[src/hdl/second_reference_input_regs_pkg.sv]
// constants for the second-reference divider and reference delay register bank
// assumes an 8-bit register access port fed by the serial programming decoder
package second_reference_input_regs_pkg;
   // -----------------------------------------------------------------
   // register offsets
   // -----------------------------------------------------------------
   localparam logic [7:0] SECOND_REFERENCE_INPUT_DIVIDER_CONTROL   = 8'h26;
   localparam logic [7:0] SECOND_REFERENCE_INPUT_FRACTION_HIGH     = 8'h27;
   localparam logic [7:0] SECOND_REFERENCE_INPUT_FRACTION_MID      = 8'h28;
   localparam logic [7:0] SECOND_REFERENCE_INPUT_FRACTION_LOW      = 8'h29;
   localparam logic [7:0] SECOND_REFERENCE_INPUT_INTEGER_DIVIDE    = 8'h2A;
   localparam logic [7:0] SECOND_REFERENCE_INPUT_MODULUS_HIGH      = 8'h2B;
   localparam logic [7:0] SECOND_REFERENCE_INPUT_MODULUS_MID       = 8'h2C;
   localparam logic [7:0] SECOND_REFERENCE_INPUT_MODULUS_LOW       = 8'h2D;
   localparam logic [7:0] FIRST_REF_DELAY_HIGH   = 8'h2E;
   localparam logic [7:0] FIRST_REF_DELAY_LOW    = 8'h2F;
   localparam logic [7:0] SECOND_REF_DELAY_HIGH  = 8'h30;
   localparam logic [7:0] SECOND_REF_DELAY_LOW   = 8'h31;
   localparam int         REG_COUNT              = 12;
   localparam logic [7:0] REG_FIRST              = SECOND_REFERENCE_INPUT_DIVIDER_CONTROL;
   localparam logic [7:0] REG_LAST               = SECOND_REF_DELAY_LOW;

   // -----------------------------------------------------------------
   // control and delay register bit positions
   // -----------------------------------------------------------------
   localparam int CTRL_USE_REGS_BIT  = 7;   // ratio from registers
   localparam int CTRL_INT_ONLY_BIT  = 6;   // modulator bypass
   localparam int CTRL_SDM_RUN_BIT   = 5;   // modulator enable
   localparam int CTRL_FIRST_RX_BIT  = 4;   // first reference receiver on
   localparam int DELAY_MANUAL_BIT   = 7;   // delay word applies

   // -----------------------------------------------------------------
   // reset values and writable masks, index 0 is offset second_reference_input_divider_control
   // -----------------------------------------------------------------
   localparam logic [REG_COUNT-1:0][7:0] REG_RESET =
      {8'h00, 8'h40, 8'h00, 8'h40, 8'h00, 8'h00, 8'h80, 8'h20, 8'h00, 8'h00, 8'h40, 8'h30};
   localparam logic [REG_COUNT-1:0][7:0] REG_MASK =
      {8'hC0, 8'hFF, 8'hC0, 8'hFF, 8'hF0, 8'hFF, 8'hFF, 8'hFC, 8'hF0, 8'hFF, 8'hFF, 8'hF0};

   // -----------------------------------------------------------------
   // field reset values as seen by the divider and delay logic
   // -----------------------------------------------------------------
   localparam logic [19:0] FRACTION_RESET = 20'h40000;   // 262,144
   localparam logic [5:0]  INT_DIV_RESET  = 6'h08;
   localparam logic [18:0] MODULUS_RESET  = 19'h00000;
   localparam logic [8:0]  DELAY_RESET    = 9'h100;
endpackage

[src/hdl/second_reference_input_divider_and_ref_delay_regs.sv]
// register bank for the second-reference sigma-delta divider and reference delays
// assumes a decoded byte-wide register port from the serial programming logic
// Contract
// - control bit 7 picks pins or register ratio
// - control bit 6 forces integer-only division
// - control bit 5 low holds modulator, clocks stopped
// - bit 4 low powers down receiver only if allowed
// - 20-bit fraction spread over three registers
// - fraction is signed, default 262,144
// - integer divide bits 7..2, default 8
// - 19-bit modulus over three registers, default zero
// - first delay automatic unless manual bit set
// - first delay word nine bits, default 0x100
// - second delay automatic unless manual bit set
// - second delay word nine bits, same layout
`timescale 1ns/1ns
module second_reference_input_divider_and_ref_delay_regs
   import second_reference_input_regs_pkg::*;
(
   input  wire logic               clk_sys,
   input  wire logic               sys_rst,
   input  wire logic               regWrEn,
   input  wire logic               regRdEn,
   input  wire logic [7:0]         regAddr,
   input  wire logic [7:0]         regWrData,
   output logic      [7:0]         regRdData,
   input  wire logic [3:0]         refbSelPins,
   input  wire logic               firstRefPdAllow,
   input  wire logic [8:0]         firstRefAutoDelay,
   input  wire logic [8:0]         secondRefAutoDelay,
   output logic                    refbUseRegs,
   output logic      [3:0]         refbPinSel,
   output logic                    refbIntegerOnly,
   output logic                    refbSdmReset,
   output logic                    refbSdmClkEn,
   output logic                    firstRefRxPowerDown,
   output logic signed [19:0]      refbFraction,
   output logic      [5:0]         refbIntDivide,
   output logic      [18:0]        refbModulus,
   output logic                    firstRefDelayManual,
   output logic      [8:0]         firstRefDelay,
   output logic                    secondRefDelayManual,
   output logic      [8:0]         secondRefDelay
);

   // -----------------------------------------------------------------
   // state
   // -----------------------------------------------------------------
   typedef struct packed {
      logic [REG_COUNT-1:0][7:0] regs;      // register storage
      logic [7:0]                rdData;    // read answer
      logic                      useRegs;   // ratio source
      logic [3:0]                pinSel;    // sampled selection pins
      logic                      intOnly;   // modulator bypassed
      logic                      sdmReset;  // modulator held
      logic                      sdmClkEn;  // modulator clocks run
      logic                      rxPd;      // first receiver off
      logic [19:0]               frac;      // fraction word
      logic [5:0]                intDiv;    // integer divide
      logic [18:0]               modulus;   // modulus word
      logic                      man1;      // first delay manual
      logic [8:0]                dly1;      // first delay applied
      logic                      man2;      // second delay manual
      logic [8:0]                dly2;      // second delay applied
   } state_t;

   localparam state_t STATE_RESET = '{
      regs:     REG_RESET,
      rdData:   8'h00,
      useRegs:  1'b0,
      pinSel:   4'h0,
      intOnly:  1'b0,
      sdmReset: 1'b0,
      sdmClkEn: 1'b1,
      rxPd:     1'b0,
      frac:     FRACTION_RESET,
      intDiv:   INT_DIV_RESET,
      modulus:  MODULUS_RESET,
      man1:     1'b0,
      dly1:     DELAY_RESET,
      man2:     1'b0,
      dly2:     DELAY_RESET
   };

   state_t stateQ;   // registered state
   state_t stateD;   // next state

   // -----------------------------------------------------------------
   // address decode
   // -----------------------------------------------------------------
   // true when the address falls in this bank
   function automatic logic isMapped(input logic [7:0] addr);
      return (addr >= REG_FIRST) && (addr <= REG_LAST);
   endfunction

   // storage index of a mapped address
   function automatic logic [3:0] regIndex(input logic [7:0] addr);
      logic [7:0] diff;
      diff = addr - REG_FIRST;
      return diff[3:0];
   endfunction

   // -----------------------------------------------------------------
   // next-state logic
   // -----------------------------------------------------------------
   // writes, reads and decoded fields; fields follow the new register image
   always_comb
   begin
      logic [REG_COUNT-1:0][7:0] r;
      r      = stateQ.regs;
      stateD = stateQ;
      // write: only implemented bits take data
      if (regWrEn && isMapped(regAddr))
      begin
         r[regIndex(regAddr)] = regWrData & REG_MASK[regIndex(regAddr)];
      end
      stateD.regs = r;
      // read: unmapped addresses answer zero
      if (regRdEn)
      begin
         if (isMapped(regAddr))
         begin
            stateD.rdData = stateQ.regs[regIndex(regAddr)] & REG_MASK[regIndex(regAddr)];
         end
         else
         begin
            stateD.rdData = 8'h00;
         end
      end
      // ratio source and modulator controls
      stateD.useRegs  = r[0][CTRL_USE_REGS_BIT];
      stateD.pinSel   = refbSelPins;
      stateD.intOnly  = r[0][CTRL_INT_ONLY_BIT];
      stateD.sdmReset = ~r[0][CTRL_SDM_RUN_BIT];
      stateD.sdmClkEn = r[0][CTRL_SDM_RUN_BIT];
      // receiver power-down only when the outside allow bit is set
      stateD.rxPd     = ~r[0][CTRL_FIRST_RX_BIT] & firstRefPdAllow;
      // fraction, signed two's complement
      stateD.frac     = {r[1], r[2], r[3][7:4]};
      stateD.intDiv   = r[4][7:2];
      // modulus: high register bit 7 is not part of the word
      stateD.modulus  = {r[5][6:0], r[6], r[7][7:4]};
      // delays: manual word or the automatic choice
      stateD.man1     = r[8][DELAY_MANUAL_BIT];
      stateD.dly1     = stateD.man1 ? {r[8][6:0], r[9][7:6]} : firstRefAutoDelay;
      stateD.man2     = r[10][DELAY_MANUAL_BIT];
      stateD.dly2     = stateD.man2 ? {r[10][6:0], r[11][7:6]} : secondRefAutoDelay;
   end

   // -----------------------------------------------------------------
   // state register
   // -----------------------------------------------------------------
   // single flop bank for all state
   always_ff @(posedge clk_sys or posedge sys_rst)
   begin
      if (sys_rst)
      begin
         stateQ <= STATE_RESET;
      end
      else
      begin
         stateQ <= stateD;
      end
   end

   // -----------------------------------------------------------------
   // outputs, all from flops
   // -----------------------------------------------------------------
   assign regRdData            = stateQ.rdData;
   assign refbUseRegs          = stateQ.useRegs;
   assign refbPinSel           = stateQ.pinSel;
   assign refbIntegerOnly      = stateQ.intOnly;
   assign refbSdmReset         = stateQ.sdmReset;
   assign refbSdmClkEn         = stateQ.sdmClkEn;
   assign firstRefRxPowerDown  = stateQ.rxPd;
   assign refbFraction         = signed'(stateQ.frac);
   assign refbIntDivide        = stateQ.intDiv;
   assign refbModulus          = stateQ.modulus;
   assign firstRefDelayManual  = stateQ.man1;
   assign firstRefDelay        = stateQ.dly1;
   assign secondRefDelayManual = stateQ.man2;
   assign secondRefDelay       = stateQ.dly2;

   // -----------------------------------------------------------------
   // checks
   // -----------------------------------------------------------------
   ratioSource_a: assert property (@(posedge clk_sys) disable iff (sys_rst)
      (regWrEn && regAddr == SECOND_REFERENCE_INPUT_DIVIDER_CONTROL) |=> (refbUseRegs == $past(regWrData[7])))
      else $error("ratio source did not follow control write");

   pinFollow_a: assert property (@(posedge clk_sys) disable iff (sys_rst)
      !sys_rst |=> (refbPinSel == $past(refbSelPins)))
      else $error("selection pins not passed through");

   bypassCtl_a: assert property (@(posedge clk_sys) disable iff (sys_rst)
      (regWrEn && regAddr == SECOND_REFERENCE_INPUT_DIVIDER_CONTROL) |=> (refbIntegerOnly == $past(regWrData[6])))
      else $error("bypass did not follow control write");

   sdmHold_a: assert property (@(posedge clk_sys) disable iff (sys_rst)
      (regWrEn && regAddr == SECOND_REFERENCE_INPUT_DIVIDER_CONTROL && !regWrData[5]) |=> (refbSdmReset && !refbSdmClkEn))
      else $error("modulator not held after clearing enable");

   rxPowerDown_a: assert property (@(posedge clk_sys) disable iff (sys_rst)
      !firstRefPdAllow |=> !firstRefRxPowerDown)
      else $error("receiver powered down without allow");

   fracLow_a: assert property (@(posedge clk_sys) disable iff (sys_rst)
      (regWrEn && regAddr == SECOND_REFERENCE_INPUT_FRACTION_LOW) |=> (refbFraction[3:0] == $past(regWrData[7:4])))
      else $error("fraction low nibble wrong");

   fracHigh_a: assert property (@(posedge clk_sys) disable iff (sys_rst)
      (regWrEn && regAddr == SECOND_REFERENCE_INPUT_FRACTION_HIGH) |=> ((refbFraction < 0) == $past(regWrData[7])))
      else $error("fraction sign not from top bit");

   intDivide_a: assert property (@(posedge clk_sys) disable iff (sys_rst)
      (regWrEn && regAddr == SECOND_REFERENCE_INPUT_INTEGER_DIVIDE) |=> (refbIntDivide == $past(regWrData[7:2])))
      else $error("integer divide field wrong");

   modHigh_a: assert property (@(posedge clk_sys) disable iff (sys_rst)
      (regWrEn && regAddr == SECOND_REFERENCE_INPUT_MODULUS_HIGH) |=> (refbModulus[18:12] == $past(regWrData[6:0])))
      else $error("modulus high field wrong");

   firstAuto_a: assert property (@(posedge clk_sys) disable iff (sys_rst)
      (!firstRefDelayManual && !$past(sys_rst)) |-> (firstRefDelay == $past(firstRefAutoDelay)))
      else $error("first delay not automatic");

   firstWord_a: assert property (@(posedge clk_sys) disable iff (sys_rst)
      (regWrEn && regAddr == FIRST_REF_DELAY_LOW) ##1 firstRefDelayManual
      |-> (firstRefDelay[1:0] == $past(regWrData[7:6])))
      else $error("first delay low bits wrong");

   secondAuto_a: assert property (@(posedge clk_sys) disable iff (sys_rst)
      (!secondRefDelayManual && !$past(sys_rst)) |-> (secondRefDelay == $past(secondRefAutoDelay)))
      else $error("second delay not automatic");

   secondWord_a: assert property (@(posedge clk_sys) disable iff (sys_rst)
      (regWrEn && regAddr == SECOND_REF_DELAY_HIGH && regWrData[7])
      |=> (secondRefDelay[8:2] == $past(regWrData[6:0])))
      else $error("second delay high bits wrong");

   unusedZero_a: assert property (@(posedge clk_sys) disable iff (sys_rst)
      (regRdEn && regAddr == SECOND_REFERENCE_INPUT_DIVIDER_CONTROL) |=> (regRdData[3:0] == 4'h0))
      else $error("unused control bits read nonzero");

   // receiver goes down once allowed and the enable is cleared
   rxAllowDown_a: assert property (@(posedge clk_sys) disable iff (sys_rst)
      (regWrEn && regAddr == SECOND_REFERENCE_INPUT_DIVIDER_CONTROL && !regWrData[CTRL_FIRST_RX_BIT] && firstRefPdAllow)
      |=> firstRefRxPowerDown)
      else $error("receiver not powered down when allowed");

   // modulator released when the enable is set
   sdmRun_a: assert property (@(posedge clk_sys) disable iff (sys_rst)
      (regWrEn && regAddr == SECOND_REFERENCE_INPUT_DIVIDER_CONTROL && regWrData[CTRL_SDM_RUN_BIT])
      |=> (!refbSdmReset && refbSdmClkEn))
      else $error("modulator not running after setting enable");

   // middle byte of the fraction
   fracMid_a: assert property (@(posedge clk_sys) disable iff (sys_rst)
      (regWrEn && regAddr == SECOND_REFERENCE_INPUT_FRACTION_MID) |=> (refbFraction[11:4] == $past(regWrData)))
      else $error("fraction middle byte wrong");

   // middle byte of the modulus
   modMid_a: assert property (@(posedge clk_sys) disable iff (sys_rst)
      (regWrEn && regAddr == SECOND_REFERENCE_INPUT_MODULUS_MID) |=> (refbModulus[11:4] == $past(regWrData)))
      else $error("modulus middle byte wrong");

   // low nibble of the modulus
   modLow_a: assert property (@(posedge clk_sys) disable iff (sys_rst)
      (regWrEn && regAddr == SECOND_REFERENCE_INPUT_MODULUS_LOW) |=> (refbModulus[3:0] == $past(regWrData[7:4])))
      else $error("modulus low nibble wrong");

   // upper first delay bits in manual mode
   firstHigh_a: assert property (@(posedge clk_sys) disable iff (sys_rst)
      (regWrEn && regAddr == FIRST_REF_DELAY_HIGH && regWrData[DELAY_MANUAL_BIT])
      |=> (firstRefDelay[8:2] == $past(regWrData[6:0])))
      else $error("first delay high bits wrong");

   // lower second delay bits in manual mode
   secondLow_a: assert property (@(posedge clk_sys) disable iff (sys_rst)
      (regWrEn && regAddr == SECOND_REF_DELAY_LOW) ##1 secondRefDelayManual
      |-> (secondRefDelay[1:0] == $past(regWrData[7:6])))
      else $error("second delay low bits wrong");

   // addresses outside the bank answer zero
   unmappedRead_a: assert property (@(posedge clk_sys) disable iff (sys_rst)
      (regRdEn && (regAddr < REG_FIRST || regAddr > REG_LAST)) |=> (regRdData == 8'h00))
      else $error("unmapped read nonzero");

   // fraction high byte reads back as the field shows it
   fracRead_a: assert property (@(posedge clk_sys) disable iff (sys_rst)
      (regRdEn && !regWrEn && regAddr == SECOND_REFERENCE_INPUT_FRACTION_HIGH) |=> (regRdData == refbFraction[19:12]))
      else $error("fraction high read disagrees with field");

   // integer divide reads back with zero low bits
   intRead_a: assert property (@(posedge clk_sys) disable iff (sys_rst)
      (regRdEn && !regWrEn && regAddr == SECOND_REFERENCE_INPUT_INTEGER_DIVIDE) |=> (regRdData == {refbIntDivide, 2'b00}))
      else $error("integer divide read disagrees with field");

   // modulus middle byte reads back as the field shows it
   modRead_a: assert property (@(posedge clk_sys) disable iff (sys_rst)
      (regRdEn && !regWrEn && regAddr == SECOND_REFERENCE_INPUT_MODULUS_MID) |=> (regRdData == refbModulus[11:4]))
      else $error("modulus middle read disagrees with field");

   // manual first delay low bits read back, rest zero
   delayRead_a: assert property (@(posedge clk_sys) disable iff (sys_rst)
      (regRdEn && !regWrEn && regAddr == FIRST_REF_DELAY_LOW && firstRefDelayManual)
      |=> (regRdData == {firstRefDelay[1:0], 6'h00}))
      else $error("first delay low read disagrees with field");

endmodule

[config.mk]
export PLATFORM = sky130hd
export DESIGN_NAME = second_reference_input_divider_and_ref_delay_regs
export DESIGN_NICKNAME = d
export VERILOG_FILES = /design/src/hdl/second_reference_input_regs_pkg.sv /design/src/hdl/second_reference_input_divider_and_ref_delay_regs.sv
export SDC_FILE = /design/constraint.sdc
export NUM_CORES = 1
export LEC_CHECK = 0
export BUFFER_PORTS_ARGS = -buffer_cell sky130_fd_sc_hd__buf_4
export CORE_ASPECT_RATIO = 0.6
export CORE_MARGIN = 3
export CORE_UTILIZATION = 50
export DETAILED_ROUTE_END_ITERATION = 8
export PLACE_DENSITY = 0.86
export RECOVER_POWER = 100
export SETUP_SLACK_MARGIN = 0.3
export SLEW_MARGIN = 0
export SYNTH_ARGS = -nofsm -noshare
export SYNTH_HDL_FRONTEND = slang
export SYNTH_SLANG_ARGS = --single-unit
[constraint.sdc]
create_clock -name clk_sys -period 3.71 [get_ports clk_sys]
set_input_delay 0.5565 -clock clk_sys [delete_from_list [all_inputs] [get_ports clk_sys]]
set_output_delay 0.5565 -clock clk_sys [all_outputs]
set_load 0.02 [all_outputs]
==> out/qor.txt, run 1 <==
status: completed
total CTS buffers: 17
Arr. time, crit path: 3.42 ns
Post-Syn Area per Cell: 12.2 sq um
pin count of the biggest net entering global routing: 129
DP Area: 0.00712 sq mm
Core Area: 0.0125 sq mm
DRT Pass-1 Iters: 5
Netlist cell types: 52
Async SR Flop Fraction: 100%
layout net count: 638
#FFs+latches synth: 128
most common cell after layout, fill and taps aside: dfrtp_1
Worst Tran Pin Value: 1.12 ns
CTS max path bufs: 2
Hold WS: 0.273 ns
metal2 WL: 7.10 mm
Root Driver: clkbuf_16
total global routing overflow: 0
total power: 3.73 mW
post-route cell area: 0.00738 sq mm
DR WL met3: 1.43 mm
layout cell share with drive strength beyond 1: 32.6%
Post-Syn Area: 0.00657 sq mm
final hold violation count: 0
R2R cell count: 6
post-route ant nets: 0
post-cts sizing count: 0
top cells by area, synth: dfrtp_1 45%, mux2_2 14%, buf_4 8.8%, mux4_2 7.5%, dfstp_2 3.6%
Most used DFF post-synth: dfrtp_1
Worst Setup Slack, final: 0.586 ns
Die H: 94.8 microns
full die area: 0.0146 sq mm
CP Launch Type: input pin
Final Critical Period: 3.12 ns
Post-synth EDFFs: 0
Slew Viols, Final: 0
TritonCTS clock tree: done
unrepaired setup endpoints after global routing: no
sequential fraction of the synthesis area: 48.9%
M1 WL: 7.52 mm
Total GRT Usage: 22.8%
slew margin rel.: 25.6%
initial core utilization: 52.8%
# diodes: 0
Post-Syn Instances: 538
CP startpoint: regAddr[1]
Post-CTS Hold Fix Bufs: 0
vias in the first global route: 4396
peak supply drop: 344 uV
layout filler cell count: 1052
IO Pins: 125
Place WS: 0.561 ns
Hold Path Class: in2reg
Leak Pwr: 3.37 nW
iteration-0 DRC count of the detailed router: 387
post-DR wirelength/cell: 21.1 microns
DR vias: 4351
Hold Crit Depth: 1
synthesis-to-finish area growth: 12.3%
TritonCTS sink count: 128
Synthesized Nets: 588
max cap viols: 0
PortBufs: 124
Synth Warn #: 0
# setup viols final: 0
Setup CP Type: in2reg
commonest non-fill, non-tap cells in the layout: 119 x dfrtp_1, 88 x clkbuf_1, 77 x mux2_2, 62 x nand2_1, 41 x buf_4
clock-pin slew on the worst setup and hold paths: 0.06 ns
Crit. End Element: flip-flop
leading area contributor after synthesis: dfrtp_1
post-layout util: 59.3%
final setup skew: 0.00486 ns
power per cell area: 506 mW/mm^2
Max stage delay cell, worst path: xor2_1
htree depth: 4
initial antenna violation count: 0
placed insts: 734
chip width: 154 microns
Critical Path Most Common Cell: mux2_2
critical-path cell list: buf_4, ha_1, xor2_1, mux2i_1, and2_0, mux2_2, mux2_2
Crit Path Max Fanout: 20
required time of the critical path: 4.00 ns
first-pass GRT wire length: 25.2 mm
crit share post-route: 84.2%
row cnt: 31
DPL Wire Length: 11.5 mm
Yosys top cell area share: 45.3%
vias per std cell: 5.68
number of non-filler instances in the completed layout: 766
Setup Fix Bufs, Post-CTS: 0
post-route setup TNS: 0 ns
top routing layer in use: met4
final wirelength: 16.2 mm
clock latency on the worst-skew pair: 0.41 ns
fmax: 0.320 GHz
drt drc: 0
Worst path max stage delay: 0.70 ns
gpl congestion: 0.887
Hold Startpoint: refbSelPins[1]
[cells in the mapped netlist (8+ instances only)]
master,number
mux2_2,81
o21ai_0,26
inv_1,15
dfstp_2,9
nand2_1,58
buf_4,77
nor2_1,8
clkbuf_1,18
mux4_2,22
dfrtp_1,119
[where the power goes]
group	total (mW)	internal (mW)	switching [mW]
combinational	0.437	0.168	0.269
sequential	1.52	1.47	0.0480
clock	1.77	1.18	0.599
total	3.73	2.82	0.916
[final cells by class]
cell class                      instances  area, sq um  share of cell area, %
Clock buffer                           22          474                   6.42
Clock inverter                         10          159                   2.15
Inverter                               15         57.6                  0.780
Multi-Input combinational cell        293         2580                   35.0
Sequential cell                       128         3210                   43.5
Tap cell                              165          206                   2.80
Timing Repair Buffer                  133          688                   9.32
[state kept, by name, indices dropped and copies added (netlist names), named ones only]
name                 flops
refbFraction            20
refbPinSel               4
secondRefDelay           9
stateQ                  55
refbSdmReset             1
firstRefRxPowerDown      1
firstRefDelay            9
regRdData                8
refbModulus             18
[critical path: cells and delay by family]
kind                     cells  cell delay, ns
XOR/XNOR                     1            0.70
adder cells (fa/ha/maj)      1            0.49
AND/OR/NAND/NOR              1            0.41
multiplexers                 3            0.97
buffers and inverters        1            0.27
[per-layer routing]
metal,vias to the layer above,track usage [%]
li1,1933,-
met2,177,33.0
met5,-,0
met1,2229,32.9
met4,0,4.19
met3,12,8.88
[kinds of logic after synthesis]
family	share of synthesized area, %
AO/OA/AOI/OAI	6.89
buffers and inverters	11.3
multiplexers	22.7
flip-flops	48.9
adder cells (fa/ha/maj)	1.33
XOR/XNOR	0.666
AND/OR/NAND/NOR	8.24
[final timing paths]
check	to	slack, ns
min reg2reg	stateQ[157]	0.48
max reg2reg	firstRefDelay[0]	1.45
max in group asynchronous	stateQ[116]	2.80
max	secondRefDelay[2]	0.59
min	refbPinSel[1]	0.27
min in group asynchronous	refbPinSel[0]	0.37
(Power assumes the default switching activity.)
==> run 2, diff against run 1 <==
ABC_AREA = 1   (was not set)
CORE_UTILIZATION = 55   (was 50)
PLACE_DENSITY = 0.89   (was 0.86)
clock period = 3.3 ns   (was 3.71 ns; I/O delays follow)
==> out/qor.txt, run 2 <==
row cnt: 30
htree depth: 4
Setup Fix Bufs, Post-CTS: 0
Post-CTS Hold Fix Bufs: 0
initial core utilization: 57.8%
Post-synth top cells: 270 x nand2_1, 119 x dfrtp_1, 112 x o21ai_0
clock-pin slew on the worst setup and hold paths: 0.06 ns
Hold Path Class: in2reg
Leak Pwr: 3.52 nW
IO Pins: 125
post-layout util: 63.2%
post-route setup TNS: 0 ns
Post-synth EDFFs: 0
Netlist cell types: 32
R2R cell count: 6
Synth Warn #: 0
CTS max path bufs: 2
synthesis-to-finish area growth: 9.31%
power per cell area: 575 mW/mm^2
Post-Synth Adder-Cell Area: 1.31%
fmax: 0.371 GHz
crit share post-route: 81.6%
Top reg by flops: stateQ
CP Launch Type: input pin
pin count of the biggest net entering global routing: 129
slew margin rel.: -12.8%
layout net count: 914
max cap viols: 1
Final Critical Period: 2.69 ns
gpl congestion: 1.03
reg2reg start: stateQ[119]
required time of the critical path: 3.60 ns
main combinational cell family by area after synthesis: simple AND/OR/NAND/NOR gates
multiplexer share of the synthesized area: 0%
# diodes: 0
drt drc: 0
most common cell after layout, fill and taps aside: nand2_1
Yosys top cell area share: 44.6%
leading area contributor after synthesis: dfrtp_1
Core Area: 0.0116 sq mm
sequential fraction of the synthesis area: 48.1%
clock latency on the worst-skew pair: 0.42 ns
total CTS buffers: 17
RR Endpoint: regRdData[5]
critical-path cell list: buf_4, inv_1, ha_1, inv_1, nand2_1, nand2_1, nand2_1, inv_1, nor2_1, nand2_1, nand2_1, nand2_1, nand2_1, nand2_1
Arr. time, crit path: 2.99 ns
Hold Startpoint: refbSelPins[1]
Total GRT Usage: 27.3%
iteration-0 DRC count of the detailed router: 600
DR vias: 5803
total global routing overflow: 0
Reg2Reg Setup Slack: 1.87 ns
xor-xnor portion of the synthesized cell area: 0%
vias in the first global route: 5402
Crit Path Max Fanout: 31
Max stage delay cell, worst path: nand2_1
final setup skew: 0.00834 ns
Hold Path Sink: refbPinSel[1]
top-count cell post-synth: nand2_1
layout cell share with drive strength beyond 1: 11.2%
Die H: 91.4 microns
commonest non-fill, non-tap cells in the layout: 277 x nand2_1, 122 x o21ai_0, 119 x dfrtp_1, 84 x clkbuf_1, 60 x nand3_1
TritonCTS clock tree: done
TritonCTS sink count: 128
PortBufs: 124
Synth Area in Simple Gates: 25.7%
Post-Syn Instances: 818
initial antenna violation count: 0
total power: 4.20 mW
Setup CP Type: in2reg
post-cts sizing count: 0
first-pass GRT wire length: 28.8 mm
DRT Pass-1 Iters: 6
post-DR wirelength/cell: 17.5 microns
Post-Syn Area per Cell: 8.17 sq um
vias per std cell: 5.60
#FFs+latches synth: 128
peak supply drop: 377 uV
DPL Wire Length: 12.7 mm
violations in the final reports: max-capacitance violations, max-slew violations
Crit. End Element: flip-flop
Critical Path Most Common Cell: nand2_1
full die area: 0.0135 sq mm
status: finished, violations left
Synth Area in Compound Gates: 11.4%
Async SR Flop Fraction: 100%
unrepaired setup endpoints after global routing: no
final wirelength: 18.1 mm
Root Driver: clkbuf_16
chip width: 148 microns
Synthesized Nets: 868
Most used DFF post-synth: dfrtp_1
Post-Syn Area: 0.00668 sq mm
Hold Crit Depth: 1
Largest register FFs: 55
Slew Viols, Final: 129
Worst Tran Pin Value: 1.69 ns
# setup viols final: 0
post-route ant nets: 0
top cells by area, synth: dfrtp_1 45%, nand2_1 15%, buf_4 8.7%, o21ai_0 8.4%, nand3_1 4.0%
Worst path max stage delay: 0.40 ns
final hold violation count: 0
## run 2: cell count changes after synthesis, sizes merged, moves of 11 or more
cell   change
o21ai     +99
inv       +18
mux2      -83
nand3     +62
mux4      -22
nand2    +215
buf       +11
nor2      +47
## run 2: logic make-up after synthesis
group                      count (synthesis)
and+or+nand+nor                          397
AOI/OAI and AO/OA                        144
buffers and inverters                    142
DFF                                      128
adders and majority gates                  7
## run 2: how the worst max path moves through the flow
stage | from | end | slack (ns) | cells past startpoint
floorplan | regAddr[0] | stateQ[172] | 0.73 | 15
global placement | regAddr[1] | stateQ[159] | 0.64 | 13
detailed placement | regAddr[1] | secondRefDelay[4] | 0.49 | 14
CTS | regAddr[1] | secondRefDelay[4] | 0.84 | 14
global route | regAddr[1] | secondRefDelay[4] | 0.41 | 14
finish | regAddr[1] | secondRefDelay[3] | 0.61 | 14
## run 2: where the power goes
part	total, mW	internal, mW	switching, mW
Sequential	1.73	1.67	0.0598
Combinational	0.567	0.162	0.405
Clock	1.90	1.19	0.714
## run 2: layer usage
layer / track usage (%) / wire, microns
met5: 0 / 0
met4: 6.84 / 253
met3: 10.6 / 2470
met2: 37.5 / 7510
met1: 40.2 / 7910
## run 2: critical path: cells and delay by family
kind,cells,cell delay (ns)
adder cells (fa/ha/maj),1,0.23
buffers and inverters,4,0.51
AND/OR/NAND/NOR,9,1.73
## run 2: area by class of cell
class,instances,area (sq um)
Inverter,34,129
Sequential cell,128,3210
Clock buffer,19,433
Clock inverter,13,164
Tap cell,160,200
Multi-Input combinational cell,548,2460
Timing Repair Buffer,135,706
Fill cell,1082,4260
## run 2: metrics by stage
stage / hold WS, ns / area [sq um] / instances / setup slack (ns)
3_3_place_gp: 0.460 / 7140 / 1005 / 0.637
5_1_grt: 0.191 / 7300 / 1037 / 0.408
2_1_floorplan: 0.448 / 6680 / 818 / 0.730
3_5_place_dp: 0.465 / 7140 / 1005 / 0.493
4_1_cts: 0.171 / 7740 / 1037 / 0.844
6_report: 0.199 / 7300 / 1037 / 0.607
